==> src/porsq_defines.svh <==
// constants for the power-on reset sequencer
`ifndef PORSQ_DEFINES_SVH
`define PORSQ_DEFINES_SVH

// ****************************************
// clock and timing
// ****************************************
`define PORSQ_CLK_MHZ       250       // host clock rate in MHz
`define PORSQ_CPU_RST_US    1000      // processor reset hold, 1 ms in us
`define PORSQ_CORE_DLY_MIN  4         // least host clocks before core release
`define PORSQ_CORE_DLY_MAX  6         // most host clocks before core release
`define PORSQ_EDGE_DIV      2         // ratio of slowest internal clock to host clock
`define PORSQ_EDGE_W        1         // width of the common-edge phase counter
`define PORSQ_DLY_W         3         // width of the core delay counter
`define PORSQ_CNT_W         20        // width of the millisecond timer

`endif

==> src/porsq_pkg.sv <==
// types shared by the power-on reset sequencer files
package porsq_pkg;

    // sequencer states
    typedef enum logic [2:0] {
        PORSQ_POR,        // power-good low, everything held
        PORSQ_HOLD,       // system reset input asserted
        PORSQ_CORE_WAIT,  // counting to the common clock edge
        PORSQ_CPU_WAIT,   // millisecond timer running
        PORSQ_HSHAKE,     // hub handshake around processor release
        PORSQ_RUN,        // S0 or S1
        PORSQ_OFF         // S4 or S5, waits for full reset
    } porsq_state_e;

    // supported system sleep states
    typedef enum logic [1:0] {
        PORSQ_S0,
        PORSQ_S1,
        PORSQ_S4,
        PORSQ_S5
    } porsq_sstate_e;

    // supported processor power states
    typedef enum logic [1:0] {
        PORSQ_C0,
        PORSQ_C1,
        PORSQ_C3
    } porsq_cstate_e;

endpackage

==> src/porsq_tmr_if.sv <==
// control lines between the sequencer and its millisecond timer
`timescale 1ns/1ns
interface porsq_tmr_if;
    logic start;    // one-cycle pulse, restarts the count
    logic clear;    // level, stops and empties the timer
    logic expired;  // level, full time has elapsed

    modport ctrl (output start, output clear, input expired);
    modport tmr  (input start, input clear, output expired);
endinterface

==> src/porsq_sequencer.sv <==
// power-on reset sequencer and power-state tracker of the memory hub
`timescale 1ns/1ns
`include "porsq_defines.svh"
module porsq_sequencer
    import porsq_pkg::*;
#(
    parameter int CPU_RST_CYCLES = `PORSQ_CPU_RST_US * `PORSQ_CLK_MHZ  // processor hold in clocks
)(
    input  wire logic          core_clk,               // host clock, 250 MHz
    input  wire logic          rst_n,                  // synchronous reset, active low
    input  wire logic          power_good_in,          // platform power good, asynchronous
    input  wire logic          system_reset_in_n,      // system reset from io hub, active low
    input  wire logic          hub_link_handshake_ack, // io hub answer to the handshake
    input  wire porsq_sstate_e sleep_state_req,        // requested system state
    input  wire logic          cpu_cstate_valid,       // processor state message present
    input  wire porsq_cstate_e cpu_cstate_req,         // requested processor state
    output logic               hard_reset_n,           // internal hard reset, active low
    output logic               core_reset_n,           // internal core reset, active low
    output logic               processor_reset_out_n,  // processor reset, active low
    output logic               hub_link_handshake_req, // device side of the handshake
    output porsq_sstate_e      power_state,            // present system and device state
    output logic               io_hub_low_power_ok,    // io hub may leave D0
    output porsq_cstate_e      cpu_cstate              // acknowledged processor state
);

    localparam logic [`PORSQ_CNT_W-1:0] CPU_CNT = `PORSQ_CNT_W'(CPU_RST_CYCLES);

    // ****************************************
    // power-good synchroniser
    // ****************************************
    logic pg_meta;  // first stage, read only by pg_sync
    logic pg_sync;  // power good in the host domain

    // power good has no tie to any clock, so it passes two flops
    always_ff @(posedge core_clk) begin
        if (!rst_n) begin
            pg_meta <= 1'b0;
            pg_sync <= 1'b0;
        end else begin
            pg_meta <= power_good_in;
            pg_sync <= pg_meta;
        end
    end

    // ****************************************
    // common clock edge
    // ****************************************
    logic [`PORSQ_EDGE_W-1:0] edge_phase;  // host clocks into the slow period

    wire logic common_edge = (edge_phase == `PORSQ_EDGE_W'(`PORSQ_EDGE_DIV - 1));  // all clocks rise next

    // free-running phase of the slowest internal clock
    always_ff @(posedge core_clk) begin
        if (!rst_n) begin
            edge_phase <= '0;
        end else if (common_edge) begin
            edge_phase <= '0;
        end else begin
            edge_phase <= edge_phase + `PORSQ_EDGE_W'(1);
        end
    end

    // ****************************************
    // state machine
    // ****************************************
    porsq_state_e            state;       // present state
    porsq_state_e            next_state;  // state after this edge
    logic [`PORSQ_DLY_W-1:0] core_dly;    // clocks since system reset released

    porsq_tmr_if tmr_bus ();  // link to the millisecond timer

    wire logic rst_release = (state == PORSQ_HOLD) && system_reset_in_n;  // system reset just let go
    wire logic core_due    = (core_dly >= `PORSQ_DLY_W'(`PORSQ_CORE_DLY_MIN - 1)) && common_edge;
    wire logic sleep_deep  = (sleep_state_req == PORSQ_S4) || (sleep_state_req == PORSQ_S5);

    // next state; power good and system reset take priority everywhere
    always_comb begin
        next_state = state;
        case (state)
            PORSQ_POR: begin
                next_state = PORSQ_HOLD;  // power good present, wait for system reset
            end
            PORSQ_HOLD: begin
                if (system_reset_in_n) next_state = PORSQ_CORE_WAIT;
            end
            PORSQ_CORE_WAIT: begin
                if (core_due) next_state = PORSQ_CPU_WAIT;
            end
            PORSQ_CPU_WAIT: begin
                if (tmr_bus.expired) next_state = PORSQ_HSHAKE;
            end
            PORSQ_HSHAKE: begin
                if (hub_link_handshake_ack) next_state = PORSQ_RUN;
            end
            PORSQ_RUN: begin
                if (sleep_deep) next_state = PORSQ_OFF;
            end
            PORSQ_OFF: begin
                next_state = PORSQ_OFF;
            end
            default: begin
                next_state = PORSQ_POR;
            end
        endcase
        if (!system_reset_in_n && state != PORSQ_POR) next_state = PORSQ_HOLD;
        if (!pg_sync) next_state = PORSQ_POR;
    end

    // ****************************************
    // registered outputs, next values
    // ****************************************
    wire logic in_run      = (next_state == PORSQ_RUN);
    wire logic next_core_n = (next_state == PORSQ_CPU_WAIT) || (next_state == PORSQ_HSHAKE) || in_run;
    wire logic next_cpu_n  = in_run;  // released only once the io hub answered
    wire logic next_hs_req = (next_state == PORSQ_HSHAKE);
    wire logic next_off    = (next_state == PORSQ_OFF);
    wire logic cstate_ok   = cpu_cstate_valid && (cpu_cstate_req != PORSQ_C3 || power_state == PORSQ_S0);

    // the deep state is taken once on entry; later requests must not wake the reported state
    wire logic          enter_off   = next_off && (state != PORSQ_OFF);
    wire porsq_sstate_e next_pstate = (in_run || enter_off) ? sleep_state_req
                                                            : (next_off ? power_state : PORSQ_S0);

    // state and the core delay counter
    always_ff @(posedge core_clk) begin
        if (!rst_n) begin
            state    <= PORSQ_POR;
            core_dly <= '0;
        end else begin
            state    <= next_state;
            core_dly <= (state == PORSQ_CORE_WAIT) ? core_dly + `PORSQ_DLY_W'(1) : '0;
        end
    end

    // reset outputs; hard and core share one flop input so they move together
    always_ff @(posedge core_clk) begin
        if (!rst_n) begin
            hard_reset_n          <= 1'b0;
            core_reset_n          <= 1'b0;
            processor_reset_out_n <= 1'b0;
            hub_link_handshake_req <= 1'b0;
        end else begin
            hard_reset_n          <= next_core_n;
            core_reset_n          <= next_core_n;
            processor_reset_out_n <= next_cpu_n;
            hub_link_handshake_req <= next_hs_req;
        end
    end

    // power states; the device has no state of its own beyond the system one
    always_ff @(posedge core_clk) begin
        if (!rst_n) begin
            power_state         <= PORSQ_S0;
            io_hub_low_power_ok <= 1'b0;
            cpu_cstate          <= PORSQ_C0;
        end else begin
            power_state         <= next_pstate;
            io_hub_low_power_ok <= next_off;
            // processors wake to C0 after any reset; the bus itself never sleeps
            if (!in_run) begin
                cpu_cstate <= PORSQ_C0;
            end else if (cstate_ok) begin
                cpu_cstate <= cpu_cstate_req;
            end
        end
    end

    // ****************************************
    // millisecond timer
    // ****************************************
    // started at release of system reset, emptied by any new reset
    assign tmr_bus.start = rst_release;
    assign tmr_bus.clear = (next_state == PORSQ_POR) || (next_state == PORSQ_HOLD);

    porsq_timer #(
        .W      (`PORSQ_CNT_W),
        .CYCLES (CPU_CNT)
    ) u_cpu_timer (
        .core_clk (core_clk),
        .rst_n    (rst_n),
        .tif      (tmr_bus)
    );

    // ****************************************
    // checks
    // ****************************************
    logic [`PORSQ_CNT_W-1:0] since_rel;  // clocks since leaving the held state

    // saturating count used only by the checks below
    always_ff @(posedge core_clk) begin
        if (!rst_n || state == PORSQ_HOLD || state == PORSQ_POR) begin
            since_rel <= '0;
        end else if (since_rel != '1) begin
            since_rel <= since_rel + `PORSQ_CNT_W'(1);
        end
    end

    property p_core_window;
        @(posedge core_clk) disable iff (!rst_n)
        $rose(core_reset_n) |-> (since_rel >= `PORSQ_CNT_W'(`PORSQ_CORE_DLY_MIN))
                              && (since_rel <= `PORSQ_CNT_W'(`PORSQ_CORE_DLY_MAX));
    endproperty
    a_core_window: assert property (p_core_window) else $error("core release outside window");

    property p_hard_core_same;
        @(posedge core_clk) disable iff (!rst_n)
        hard_reset_n == core_reset_n;
    endproperty
    a_hard_core_same: assert property (p_hard_core_same) else $error("hard and core resets differ");

    property p_cpu_hold;
        @(posedge core_clk) disable iff (!rst_n)
        $rose(processor_reset_out_n) |-> since_rel > CPU_CNT;
    endproperty
    a_cpu_hold: assert property (p_cpu_hold) else $error("processor reset released early");

    property p_hs_bracket;
        @(posedge core_clk) disable iff (!rst_n)
        $rose(processor_reset_out_n) |-> $past(hub_link_handshake_req) && $past(hub_link_handshake_ack)
                                         && !hub_link_handshake_req;
    endproperty
    a_hs_bracket: assert property (p_hs_bracket) else $error("processor release without handshake");

    property p_off_sticky;
        @(posedge core_clk) disable iff (!rst_n)
        (state == PORSQ_OFF) && pg_sync && system_reset_in_n |=> (state == PORSQ_OFF) && !processor_reset_out_n;
    endproperty
    a_off_sticky: assert property (p_off_sticky) else $error("left deep sleep without reset");

    property p_io_d0;
        @(posedge core_clk) disable iff (!rst_n)
        io_hub_low_power_ok |-> (power_state == PORSQ_S4) || (power_state == PORSQ_S5);
    endproperty
    a_io_d0: assert property (p_io_d0) else $error("io hub released from D0 while awake");

    property p_cstate;
        @(posedge core_clk) disable iff (!rst_n)
        (state == PORSQ_RUN) && in_run && cstate_ok |=> cpu_cstate == $past(cpu_cstate_req);
    endproperty
    a_cstate: assert property (p_cstate) else $error("processor state not taken");

    property p_por_hold;
        @(posedge core_clk) disable iff (!rst_n)
        !pg_sync |=> !core_reset_n && !processor_reset_out_n ##1 !hard_reset_n;
    endproperty
    a_por_hold: assert property (p_por_hold) else $error("resets released without power good");

    property p_hard_reset;
        @(posedge core_clk) disable iff (!rst_n)
        pg_sync && !system_reset_in_n |=> !processor_reset_out_n && !core_reset_n;
    endproperty
    a_hard_reset: assert property (p_hard_reset) else $error("hard reset did not hold processors");

endmodule

==> src/porsq_timer.sv <==
// host-clock counter that measures one fixed delay
`timescale 1ns/1ns
`include "porsq_defines.svh"
module porsq_timer
    import porsq_pkg::*;
#(
    parameter int                  W      = `PORSQ_CNT_W,  // counter width
    parameter logic [W-1:0]        CYCLES = W'(`PORSQ_CPU_RST_US * `PORSQ_CLK_MHZ)  // cycles to measure
)(
    input  wire logic core_clk,  // host clock
    input  wire logic rst_n,     // synchronous reset, active low
    porsq_tmr_if.tmr  tif        // start, clear and expiry
);

    logic [W-1:0] remain;   // cycles still to run
    logic         running;  // a count is in progress or finished

    wire logic at_zero = (remain == '0);  // nothing left to count

    // ****************************************
    // counter
    // ****************************************
    // load on start, count down to zero, hold there until cleared
    always_ff @(posedge core_clk) begin
        if (!rst_n || tif.clear) begin
            remain  <= '0;
            running <= 1'b0;
        end else if (tif.start) begin
            remain  <= CYCLES - W'(1);
            running <= 1'b1;
        end else if (!at_zero) begin
            remain  <= remain - W'(1);
        end
    end

    assign tif.expired = running && at_zero;

endmodule

==> config.mk <==
export PLATFORM = sky130hd
export DESIGN_NAME = porsq_sequencer
export DESIGN_NICKNAME = d
export VERILOG_FILES = /design/src/porsq_pkg.sv /design/src/porsq_tmr_if.sv /design/src/porsq_sequencer.sv /design/src/porsq_timer.sv
export VERILOG_INCLUDE_DIRS = /design/src
export SDC_FILE = /design/constraint.sdc
export NUM_CORES = 1
export LEC_CHECK = 0
export ABC_AREA = 0
export BUFFER_PORTS_ARGS = -buffer_cell sky130_fd_sc_hd__buf_2
export CAP_MARGIN = 25
export CORE_UTILIZATION = 62
export CTS_CLUSTER_DIAMETER = 50
export DETAILED_ROUTE_END_ITERATION = 8
export PLACE_DENSITY = 0.83
export SLEW_MARGIN = 30
export SYNTH_ARGS = -nofsm -noshare
export SYNTH_HDL_FRONTEND = slang
export SYNTH_SLANG_ARGS = --single-unit
==> constraint.sdc <==
create_clock -name core_clk -period 5.4 [get_ports core_clk]
set_input_delay 0.27 -clock core_clk [delete_from_list [all_inputs] [get_ports core_clk]]
set_output_delay 0.27 -clock core_clk [all_outputs]
set_load 0.1 [all_outputs]
==> results.cfg, run 1 <==
[run_status]
outcome = complete, but fails checks
violations = design-rule violations

[route]
wl_met3_um = 216
m1WireLength_mm = 1.641
ant_nets = 0
routed.top_layer = met4
drtIter0Drc = 89
drt_wl_total_mm = 3.741
dr.pass1.iters = 6
routedWlPerCell_um = 14.06
route.vias.total = 1642
routed-wl-met2_mm = 1.817
drc = 4
viasPerCell = 6.173

[synth]
synth_area_sq_um = 1936
synth_top_family_by_area = simple AND/OR/NAND/NOR gates
synthArstFlopShare_pct = 0
avgSynthCellArea_sq_um = 8.798
synth_xor_area_share_pct = 7.240
ys_ff_latch = 38
synth_mux_area_share_pct = 0.5818
synthAdderAreaFrac_pct = 2.586
synthSimpleGateAreaFrac_pct = 29.93
synth_edf_count = 0
synthCells = 220
synth_top_cell_by_area = dfxtp_1
synthDistinctLibCells = 49
ys_seq_area_share_pct = 39.30
synth_top_area_share_pct = 39.30
syn_nets = 234
yosys-top-cells-area = dfxtp_1 39%, xor2_1 6.8%, nor2_1 3.7%
synthFlopType = dfxtp_1
synth_compound_area_share_pct = 15.51
ys_warn_count = 0

[timing]
final.setup.tns_ns = 0
rsz0062_at_grt = false
fin_crit_ns = 2.516
max_slew_margin_pct = 43.45
final.period_utilization_pct = 46.59
worstMarginPinSlew_ns = 0.8451
skew_ns = 0.01136
setup_violations = 0
final_max_slew_viol_count = 0
hold_viol_final = 0
max_clock_freq_ghz = 0.3975
whs_ns = 0.1233

[global_route]
grt_max_degree = 22
antenna_found_initial = 0
track_usage_pct = 23.83
grt_pass1_vias = 1438
grt_pass1_wl_mm = 6.113
grt-ovfl-total = 0

[final_layout]
layout_common_cells = 38 x dfxtp_1, 19 x nor2_1, 18 x buf_2, 15 x xor2_1, 15 x nand2_1
layout_commonest_cell = dfxtp_1
final_util_pct = 74.39
antenna_cells = 0
area_delta_synth_final_pct = 9.632
final_layout_size_suffix_gt1_share_pct = 17.87
regArea_sq_um = 760.7
final_cell_area_sq_um = 2122
fillers = 214
multiInputGateArea_sq_um = 1081
fin_nets = 248

[floorplan]
rows = 19
core_area_sq_um = 2853
fp.dieH_um = 57.88
die_w_um = 57.88
top_level_ports = 19
dieArea_sq_um = 3350
initial_core_util_pct = 67.85

[power]
power.internal_mw = 0.4323
clkPwrFrac_pct = 44.8
power_frac_seq_pct = 52.7
p_comb_share_pct = 2.6
p_sw_share_pct = 19.54
p_sw_mw = 0.1050
leakage_nw = 0.8573
power-per-cell-area_nw_per_um2 = 253.2
max-vdd-ir-drop_uv = 220.6

[setup_path]
startpoint_type = register
critical_path.max_fanout = 19
worstSetupPathType = reg2reg
critPathArrivalTime_ns = 2.77
critical_path.endpoint_type = register
required_ns = 5.65

[clock_network]
ctsHtreeMaxLevel = 2
clkTransAtPathRegs_ns = 0.11
clock_latency_ns = 0.35
hold_buffers = 0
cts_buffers = 5
ctsResizeCount = 0
cts_num_sinks = 38
cts_setup_buffers = 0
cts-root-buf = clkbuf_4
clk_path_buf_depth = 2
cts_tree = built

[placed_design]
post_dp_cell_area_sq_um = 2004
gp_congestion = 0.8222
portBuffers = 18
hpwl_mm = 2.662

[run]
drv_cap = 0

[min_path]
hp-class = in2reg
sequential cells by signal (all words and copies together), names as in the netlist, 2 cells and up:
signal	count
u_cpu_timer.remain	20
core_dly	3
state	3
cpu_cstate	2
power_state	2
worst paths after layout:
kind / slack [ns] / cells after the start / endpoint / from
min reg2reg: 0.43 / 1 / common_edge / common_edge
min: 0.12 / 2 / pg_meta / power_good_in
max: 2.88 / 8 / u_cpu_timer.remain[18] / u_cpu_timer.remain[0]
max reg2reg: 2.88 / 8 / u_cpu_timer.remain[18] / u_cpu_timer.remain[0]
synthesized netlist by cell type, types with 2 or more instances:
cell / n
a211oi_1: 2
a21oi_1: 9
a311oi_1: 2
a31oi_1: 5
and2_1: 3
and3_1: 4
buf_4: 2
clkbuf_1: 9
dfxtp_1: 38
ha_1: 4
inv_1: 9
nand2_1: 15
nand3_1: 13
nand3b_1: 4
nand4b_1: 2
nor2_1: 19
nor2b_1: 3
nor3_1: 11
nor3b_1: 3
nor4_1: 5
nor4_2: 3
nor4_4: 2
o211ai_1: 3
o21ai_0: 7
o221ai_1: 2
o22ai_1: 2
or2_2: 2
or3_1: 2
xor2_1: 15
final cells by class:
class	count	share of cell area, %
clock buffers	5	1.769
clock inverters	3	3.243
inverters	9	1.592
multi-input cells	161	50.94
flip-flops and latches	38	35.85
well taps	31	1.828
repair buffers	19	4.776
power by group through the flow:
stage	registers (mW)	logic [mW]	clock network, mW
floorplan	0.289	0.00845	0
global placement	0.289	0.0132	0
detailed placement	0.289	0.0137	0
CTS	0.283	0.0138	0.246
global route	0.283	0.0154	0.257
finish	0.283	0.0139	0.240
kinds of logic after synthesis:
kind of cell             count (synthesis)
buffers and inverters                   21
AO/OA/AOI/OAI                           42
XOR/XNOR                                16
AND/OR/NAND/NOR                         98
adder cells (fa/ha/maj)                  4
multiplexers                             1
flip-flops                              38
layer usage:
metal / GRT usage, % / vias to the layer above
li1: - / 819
met1: 29.08 / 761
met2: 38.75 / 54
met3: 7.143 / 8
met4: 10.88 / 0
met5: 0 / -
metrics by stage:
stage	std cells	power, mW	setup slack (ns)
detailed placement	257	0.3030	2.813
finish	266	0.5373	2.884
floorplan	220	0.2971	3.571
global placement	257	0.3024	2.915
CTS	265	0.5431	2.789
global route	266	0.5558	2.700
worst max-delay path, cell delays in order, from the launching register on:
cell	delay [ns]
dfxtp_1	0.35
inv_1	0.11
ha_1	0.15
nor3b_1	0.29
nand4_2	0.46
o31ai_4	0.38
a32oi_2	0.19
buf_6	0.23
nor4_1	0.26
No activity file was read; power rests on OpenSTA's default activity.
==> run 2: changes to the inputs <==
--- a/config.mk
+++ b/config.mk
@@ -6,13 +6,13 @@
 export SDC_FILE = /design/constraint.sdc
 export NUM_CORES = 1
 export LEC_CHECK = 0
-export ABC_AREA = 0
+export ABC_AREA = 1
 export BUFFER_PORTS_ARGS = -buffer_cell sky130_fd_sc_hd__buf_2
 export CAP_MARGIN = 25
-export CORE_UTILIZATION = 62
+export CORE_UTILIZATION = 58
 export CTS_CLUSTER_DIAMETER = 50
 export DETAILED_ROUTE_END_ITERATION = 8
-export PLACE_DENSITY = 0.83
+export PLACE_DENSITY = 0.78
 export SLEW_MARGIN = 30
 export SYNTH_ARGS = -nofsm -noshare
 export SYNTH_HDL_FRONTEND = slang
==> constraint.sdc (replaced) <==
create_clock -name core_clk -period 2.6 [get_ports core_clk]
set_input_delay 0.13 -clock core_clk [delete_from_list [all_inputs] [get_ports core_clk]]
set_output_delay 0.13 -clock core_clk [all_outputs]
set_load 0.1 [all_outputs]
==> results.cfg, run 2 <==
[power]
power.internal_mw = 0.7268
power-per-cell-area_nw_per_um2 = 428.1
power_frac_seq_pct = 61.8
finalPower_mw = 0.9492
clkPwrFrac_pct = 35.3
p_sw_share_pct = 23.44
p_comb_share_pct = 2.9
max-vdd-ir-drop_uv = 338.3
leakage_nw = 1.067
p_sw_mw = 0.2225

[final_layout]
antenna_cells = 0
area_delta_synth_final_pct = 11.10
instances_no_fill = 342
layout_commonest_cell = nand2_1
fillers = 298
final_layout_size_suffix_gt1_share_pct = 22.15
reg.largest.list = u_cpu_timer.remain x20, core_dly x3, state x3
fin_nets = 311
regMostFlops = u_cpu_timer.remain
largest_reg_flops = 20
layout_common_cells = 45 x nand2_1, 44 x nor2_1, 38 x dfxtp_1, 30 x inv_1, 18 x buf_2

[route]
ant_nets = 0
drtIter0Drc = 95
drc = 0
dr.pass1.iters = 4
routedWlPerCell_um = 11.50
viasPerCell = 5.132
drt_wl_total_mm = 3.933
route.vias.total = 1755

[setup_path]
critPathArrivalTime_ns = 2.14
required_ns = 2.88
critical_path.max_fanout = 10
startpoint_type = register
rrSetupSlack_ns = 0.74
timing.rr.end = u_cpu_timer.remain[8]
startpoint = u_cpu_timer.remain[0]
worstSetupPathType = reg2reg
r2r-start = u_cpu_timer.remain[0]
crit_path_end = u_cpu_timer.remain[8]
critical_path.endpoint_type = register
worstRegToRegCells = 14

[timing]
worstMarginPinSlew_ns = 0.5187
max_slew_margin_pct = 65.16
skew_ns = 0.01206
max_clock_freq_ghz = 0.5381
final.period_utilization_pct = 71.48
final_max_slew_viol_count = 0
final.setup.tns_ns = 0
fin_crit_ns = 1.858
hold_viol_final = 0
setup_violations = 0
rsz0062_at_grt = false
worst_slack_ns = 0.7416

[synth]
synthArstFlopShare_pct = 0
yosys-top-cells-area = dfxtp_1 38%, nand2_1 8.5%, nor2_1 8.3%
synthFlopType = dfxtp_1
synthDistinctLibCells = 29
synthCells = 271
synth_top_area_share_pct = 38.12
synth_edf_count = 0
avgSynthCellArea_sq_um = 7.364
synth.most_common_cell = nand2_1
synthTopCellsByCount = 45 x nand2_1, 44 x nor2_1, 38 x dfxtp_1, 30 x inv_1
syn_nets = 285
ys_warn_count = 0
synth_top_cell_by_area = dfxtp_1
synth_area_sq_um = 1996
ys_seq_area_share_pct = 38.12
ys_ff_latch = 38

[floorplan]
initial_core_util_pct = 63.29
core_area_sq_um = 3153
die_w_um = 60.66
rows = 20
dieArea_sq_um = 3680
fp.dieH_um = 60.66
top_level_ports = 19

[run]
drv_cap = 0

[clock_network]
cts_buffers = 5
clkTransAtPathRegs_ns = 0.13
cts_tree = built
cts-root-buf = clkbuf_4
ctsResizeCount = 0
ctsHtreeMaxLevel = 2
cts_num_sinks = 38
clock_latency_ns = 0.36
clk_path_buf_depth = 2

[placed_design]
hpwl_mm = 3.020
post-place-ws_ns = 0.7643
gp_congestion = 0.8651
place_inst = 332
portBuffers = 18

[global_route]
track_usage_pct = 24.58
grt_pass1_vias = 1514
antenna_found_initial = 0
grt-ovfl-total = 0
grt_pass1_wl_mm = 6.561
grt_max_degree = 13

[min_path]
hp-class = in2reg

[run_status]
outcome = complete, no violations
-- run 2: through the flow --
| stage | area [sq um] | hold slack, ns | util (%) |
|---|---|---|---|
| CTS | 2217 | 0.02219 | 70.32 |
| global placement | 2133 | 0.3116 | 67.66 |
| global route | 2217 | 0.01192 | 70.32 |
| finish | 2217 | 0.03343 | 70.32 |
| floorplan | 1996 | 0.2235 | - |
| detailed placement | 2133 | 0.3175 | 67.66 |
-- run 2: critical path, cell delays in order (launching register included) --
cell      delay [ns]
dfxtp_1         0.33
inv_1           0.16
ha_1            0.21
nand2_2         0.08
nor2_4          0.12
nand2_4         0.07
nor2_4          0.11
nand4_2         0.10
nand2_2         0.09
nand2_2         0.06
clkinv_2        0.07
nand2_4         0.06
nand2_4         0.08
nand2_4         0.12
nor3_2          0.13
-- run 2: cell families (layout without fill, tap and decap cells) --
family	after synthesis	count (layout)	share of synthesized area, %
compound gates	27	27	7.273
flops	38	38	38.12
simple gates	147	147	38.37
xor+xnor	10	10	4.389
buf+inv	43	70	8.339
fa+ha+maj	4	4	2.508
mux	2	2	1.003
-- run 2: per-layer routing --
layer	GRT usage [%]	share of wire (%)	up-vias	routed length, um
met2	36.73	42	41	1647
li1	-	-	922	-
met5	0	0	-	0
met3	6.397	4.8	6	187
met1	34.70	52	786	2045
met4	7.792	1.3	0	52
-- run 2: power groups by stage --
stage / Sequential, mW / Combinational (mW) / Clock (mW)
finish: 0.587 / 0.0276 / 0.335
global route: 0.587 / 0.0314 / 0.370
CTS: 0.587 / 0.0276 / 0.342
detailed placement: 0.600 / 0.0253 / 0
global placement: 0.600 / 0.0251 / 0
floorplan: 0.599 / 0.0133 / 0
-- run 2: area by class of cell --
class	count	area, sq um	share of cell area [%]
multi-input cells	190	1069	48.19
flip-flops and latches	38	760.7	34.31
inverters	42	158.9	7.167
repair buffers	20	110.1	4.966
well taps	44	55.05	2.483
clock buffers	6	51.30	2.314
clock inverters	2	12.51	0.5643
-- run 2: worst min path at each step --
stage | cells past startpoint | start | end
4_1_cts | 3 | sleep_state_req[1] | power_state[1]
5_1_grt | 3 | sleep_state_req[1] | power_state[1]
6_report | 3 | sleep_state_req[1] | power_state[1]
3_5_place_dp | 3 | power_good_in | pg_meta
2_1_floorplan | 2 | rst_n | pg_meta
3_3_place_gp | 3 | power_good_in | pg_meta
-- run 2: timing repair --
action	in CTS	in global routing
hold buffers	2	0
setup buffers	0	0
endpoints found under the hold margin	2	0
==> run 3: changes to the inputs <==
==> constraint.sdc (replaced) <==
create_clock -name core_clk -period 1.9 [get_ports core_clk]
set_input_delay 0.095 -clock core_clk [delete_from_list [all_inputs] [get_ports core_clk]]
set_output_delay 0.095 -clock core_clk [all_outputs]
set_load 0.1 [all_outputs]
==> results.cfg, run 3 (same netlist as run 2, synthesis figures left out) <==
[placed_design]
gp_congestion = 0.8985
hpwl_mm = 3.026
portBuffers = 18
post-place-ws_ns = 0.07909

[floorplan]
rows = 20
dieArea_sq_um = 3680
core_area_sq_um = 3153
top_level_ports = 19
die_w_um = 60.66
initial_core_util_pct = 63.29
fp.dieH_um = 60.66

[clock_network]
ctsHtreeMaxLevel = 2
clk_path_buf_depth = 2
clkTransAtPathRegs_ns = 0.11
cts_num_sinks = 38
cts_buffers = 5
clock_latency_ns = 0.34
cts_tree = built
cts-root-buf = clkbuf_4

[global_route]
track_usage_pct = 24.25
grt_pass1_vias = 1416
grt_pass1_wl_mm = 6.334
antenna_found_initial = 0
grt_max_degree = 12
grt-ovfl-total = 0

[route]
route.vias.total = 1748
routedWlPerCell_um = 11.36
ant_nets = 0
dr.pass1.iters = 4
drt_wl_total_mm = 3.953
drtIter0Drc = 111
viasPerCell = 5.023
drc = 0

[setup_path]
required_ns = 2.17
critical_path.endpoint_type = register
startpoint_type = register
timing.rr.end = u_cpu_timer.remain[3]
rrSetupSlack_ns = 0.14
worstRegToRegCells = 14
worstSetupPathType = reg2reg
critPathArrivalTime_ns = 2.03
r2r-start = u_cpu_timer.remain[1]
crit_path_end = u_cpu_timer.remain[3]
critical_path.max_fanout = 10
startpoint = u_cpu_timer.remain[1]

[run]
drv_cap = 0

[final_layout]
largest_reg_flops = 20
final_layout_size_suffix_gt1_share_pct = 25.99
antenna_cells = 0
final_util_pct = 72.10
fin_nets = 317
regMostFlops = u_cpu_timer.remain
area_delta_synth_final_pct = 13.92
layout_common_cells = 43 x nor2_1, 42 x nand2_1, 36 x dfxtp_1, 29 x inv_1, 18 x buf_2
layout_commonest_cell = nor2_1
reg.largest.list = u_cpu_timer.remain x20, core_dly x3, state x3

[power]
p_sw_mw = 0.2834
p_comb_share_pct = 3.1
power_frac_seq_pct = 62.7
max-vdd-ir-drop_uv = 368.5
power-per-cell-area_nw_per_um2 = 563.2
power.internal_mw = 0.9970
p_sw_share_pct = 22.14
clkPwrFrac_pct = 34.2
leakage_nw = 1.097

[min_path]
hp-class = in2reg

[timing]
worst_slack_ns = 0.1388
hold_viol_final = 0
max_clock_freq_ghz = 0.5678
final.period_utilization_pct = 92.70
fin_crit_ns = 1.761
final_max_slew_viol_count = 0
final.setup.tns_ns = 0
worstMarginPinSlew_ns = 0.4843
skew_ns = 0.009021
setup_violations = 0
rsz0062_at_grt = true
max_slew_margin_pct = 67.94

[run_status]
outcome = complete, no violations
## run 3: cell types whose count changed in the layout (fill, tap and decap cells not counted), sizes merged
cell	before	now
buf	18	24
clkbuf	6	7
clkinvlp	1	0
## run 3: worst min path at each step
stage                      to               start  cells past startpoint  slack, ns
3_5_place_dp          pg_meta       power_good_in                      3       0.28
2_1_floorplan         pg_meta               rst_n                      2       0.19
6_report       power_state[1]  sleep_state_req[1]                      3       0.03
3_3_place_gp          pg_meta       power_good_in                      3       0.28
5_1_grt               pg_meta               rst_n                      3       0.04
4_1_cts        power_state[1]  sleep_state_req[1]                      3       0.02
## run 3: final cells by class
cell class | count | area, sq um
multi-input combinational | 190 | 1081
sequential | 38 | 763.2
clock inverter | 1 | 5.005
timing repair buffer | 26 | 155.1
fill | 290 | 879.6
tap | 44 | 55.05
inverter | 42 | 158.9
clock buffer | 7 | 55.05
## run 3: through the flow
stage	std cells	hold slack [ns]	cell area [sq um]	power, mW
CTS	347	0.02410	2251	1.292
global placement	337	0.2763	2171	0.8562
global route	348	0.03982	2273	1.326
detailed placement	337	0.2821	2171	0.8568
floorplan	271	0.1885	1996	0.8385
finish	348	0.03406	2273	1.280
## run 3: per-layer routing
metal  track usage [%]  part of all wire [%]
met4             11.04                   1.5
met3             7.249                   5.0
met1             35.82                    52
met5                 0                     0
met2             32.18                    42
## run 3: what timing repair did
action / CTS / global route
hold buffers: 2 / 0
hold endpoints to repair: 2 / 0
resized for setup: 0 / 8
endpoints found under the setup margin: 0 / 23
buffers inserted: 0 / 1
## run 3: worst max-delay path, stage by stage (launching register included)
cell and delay, ns:
dfxtp_2 0.34, inv_1 0.08, ha_2 0.19, nand2_2 0.07, nor2_4 0.12, nand2_4 0.07
nor2_4 0.11, nand4_2 0.10, nand2_2 0.10, nand2_2 0.06, clkinv_2 0.07, nand2_4 0.06
nand2_4 0.08, inv_2 0.10, a31oi_1 0.15
## run 3: power by group through the flow
stage / Combinational [mW] / Sequential, mW / Clock, mW
global placement: 0.0353 / 0.821 / 0
CTS: 0.0393 / 0.803 / 0.450
detailed placement: 0.0360 / 0.821 / 0
finish: 0.0401 / 0.802 / 0.438
floorplan: 0.0182 / 0.820 / 0
global route: 0.0450 / 0.804 / 0.477
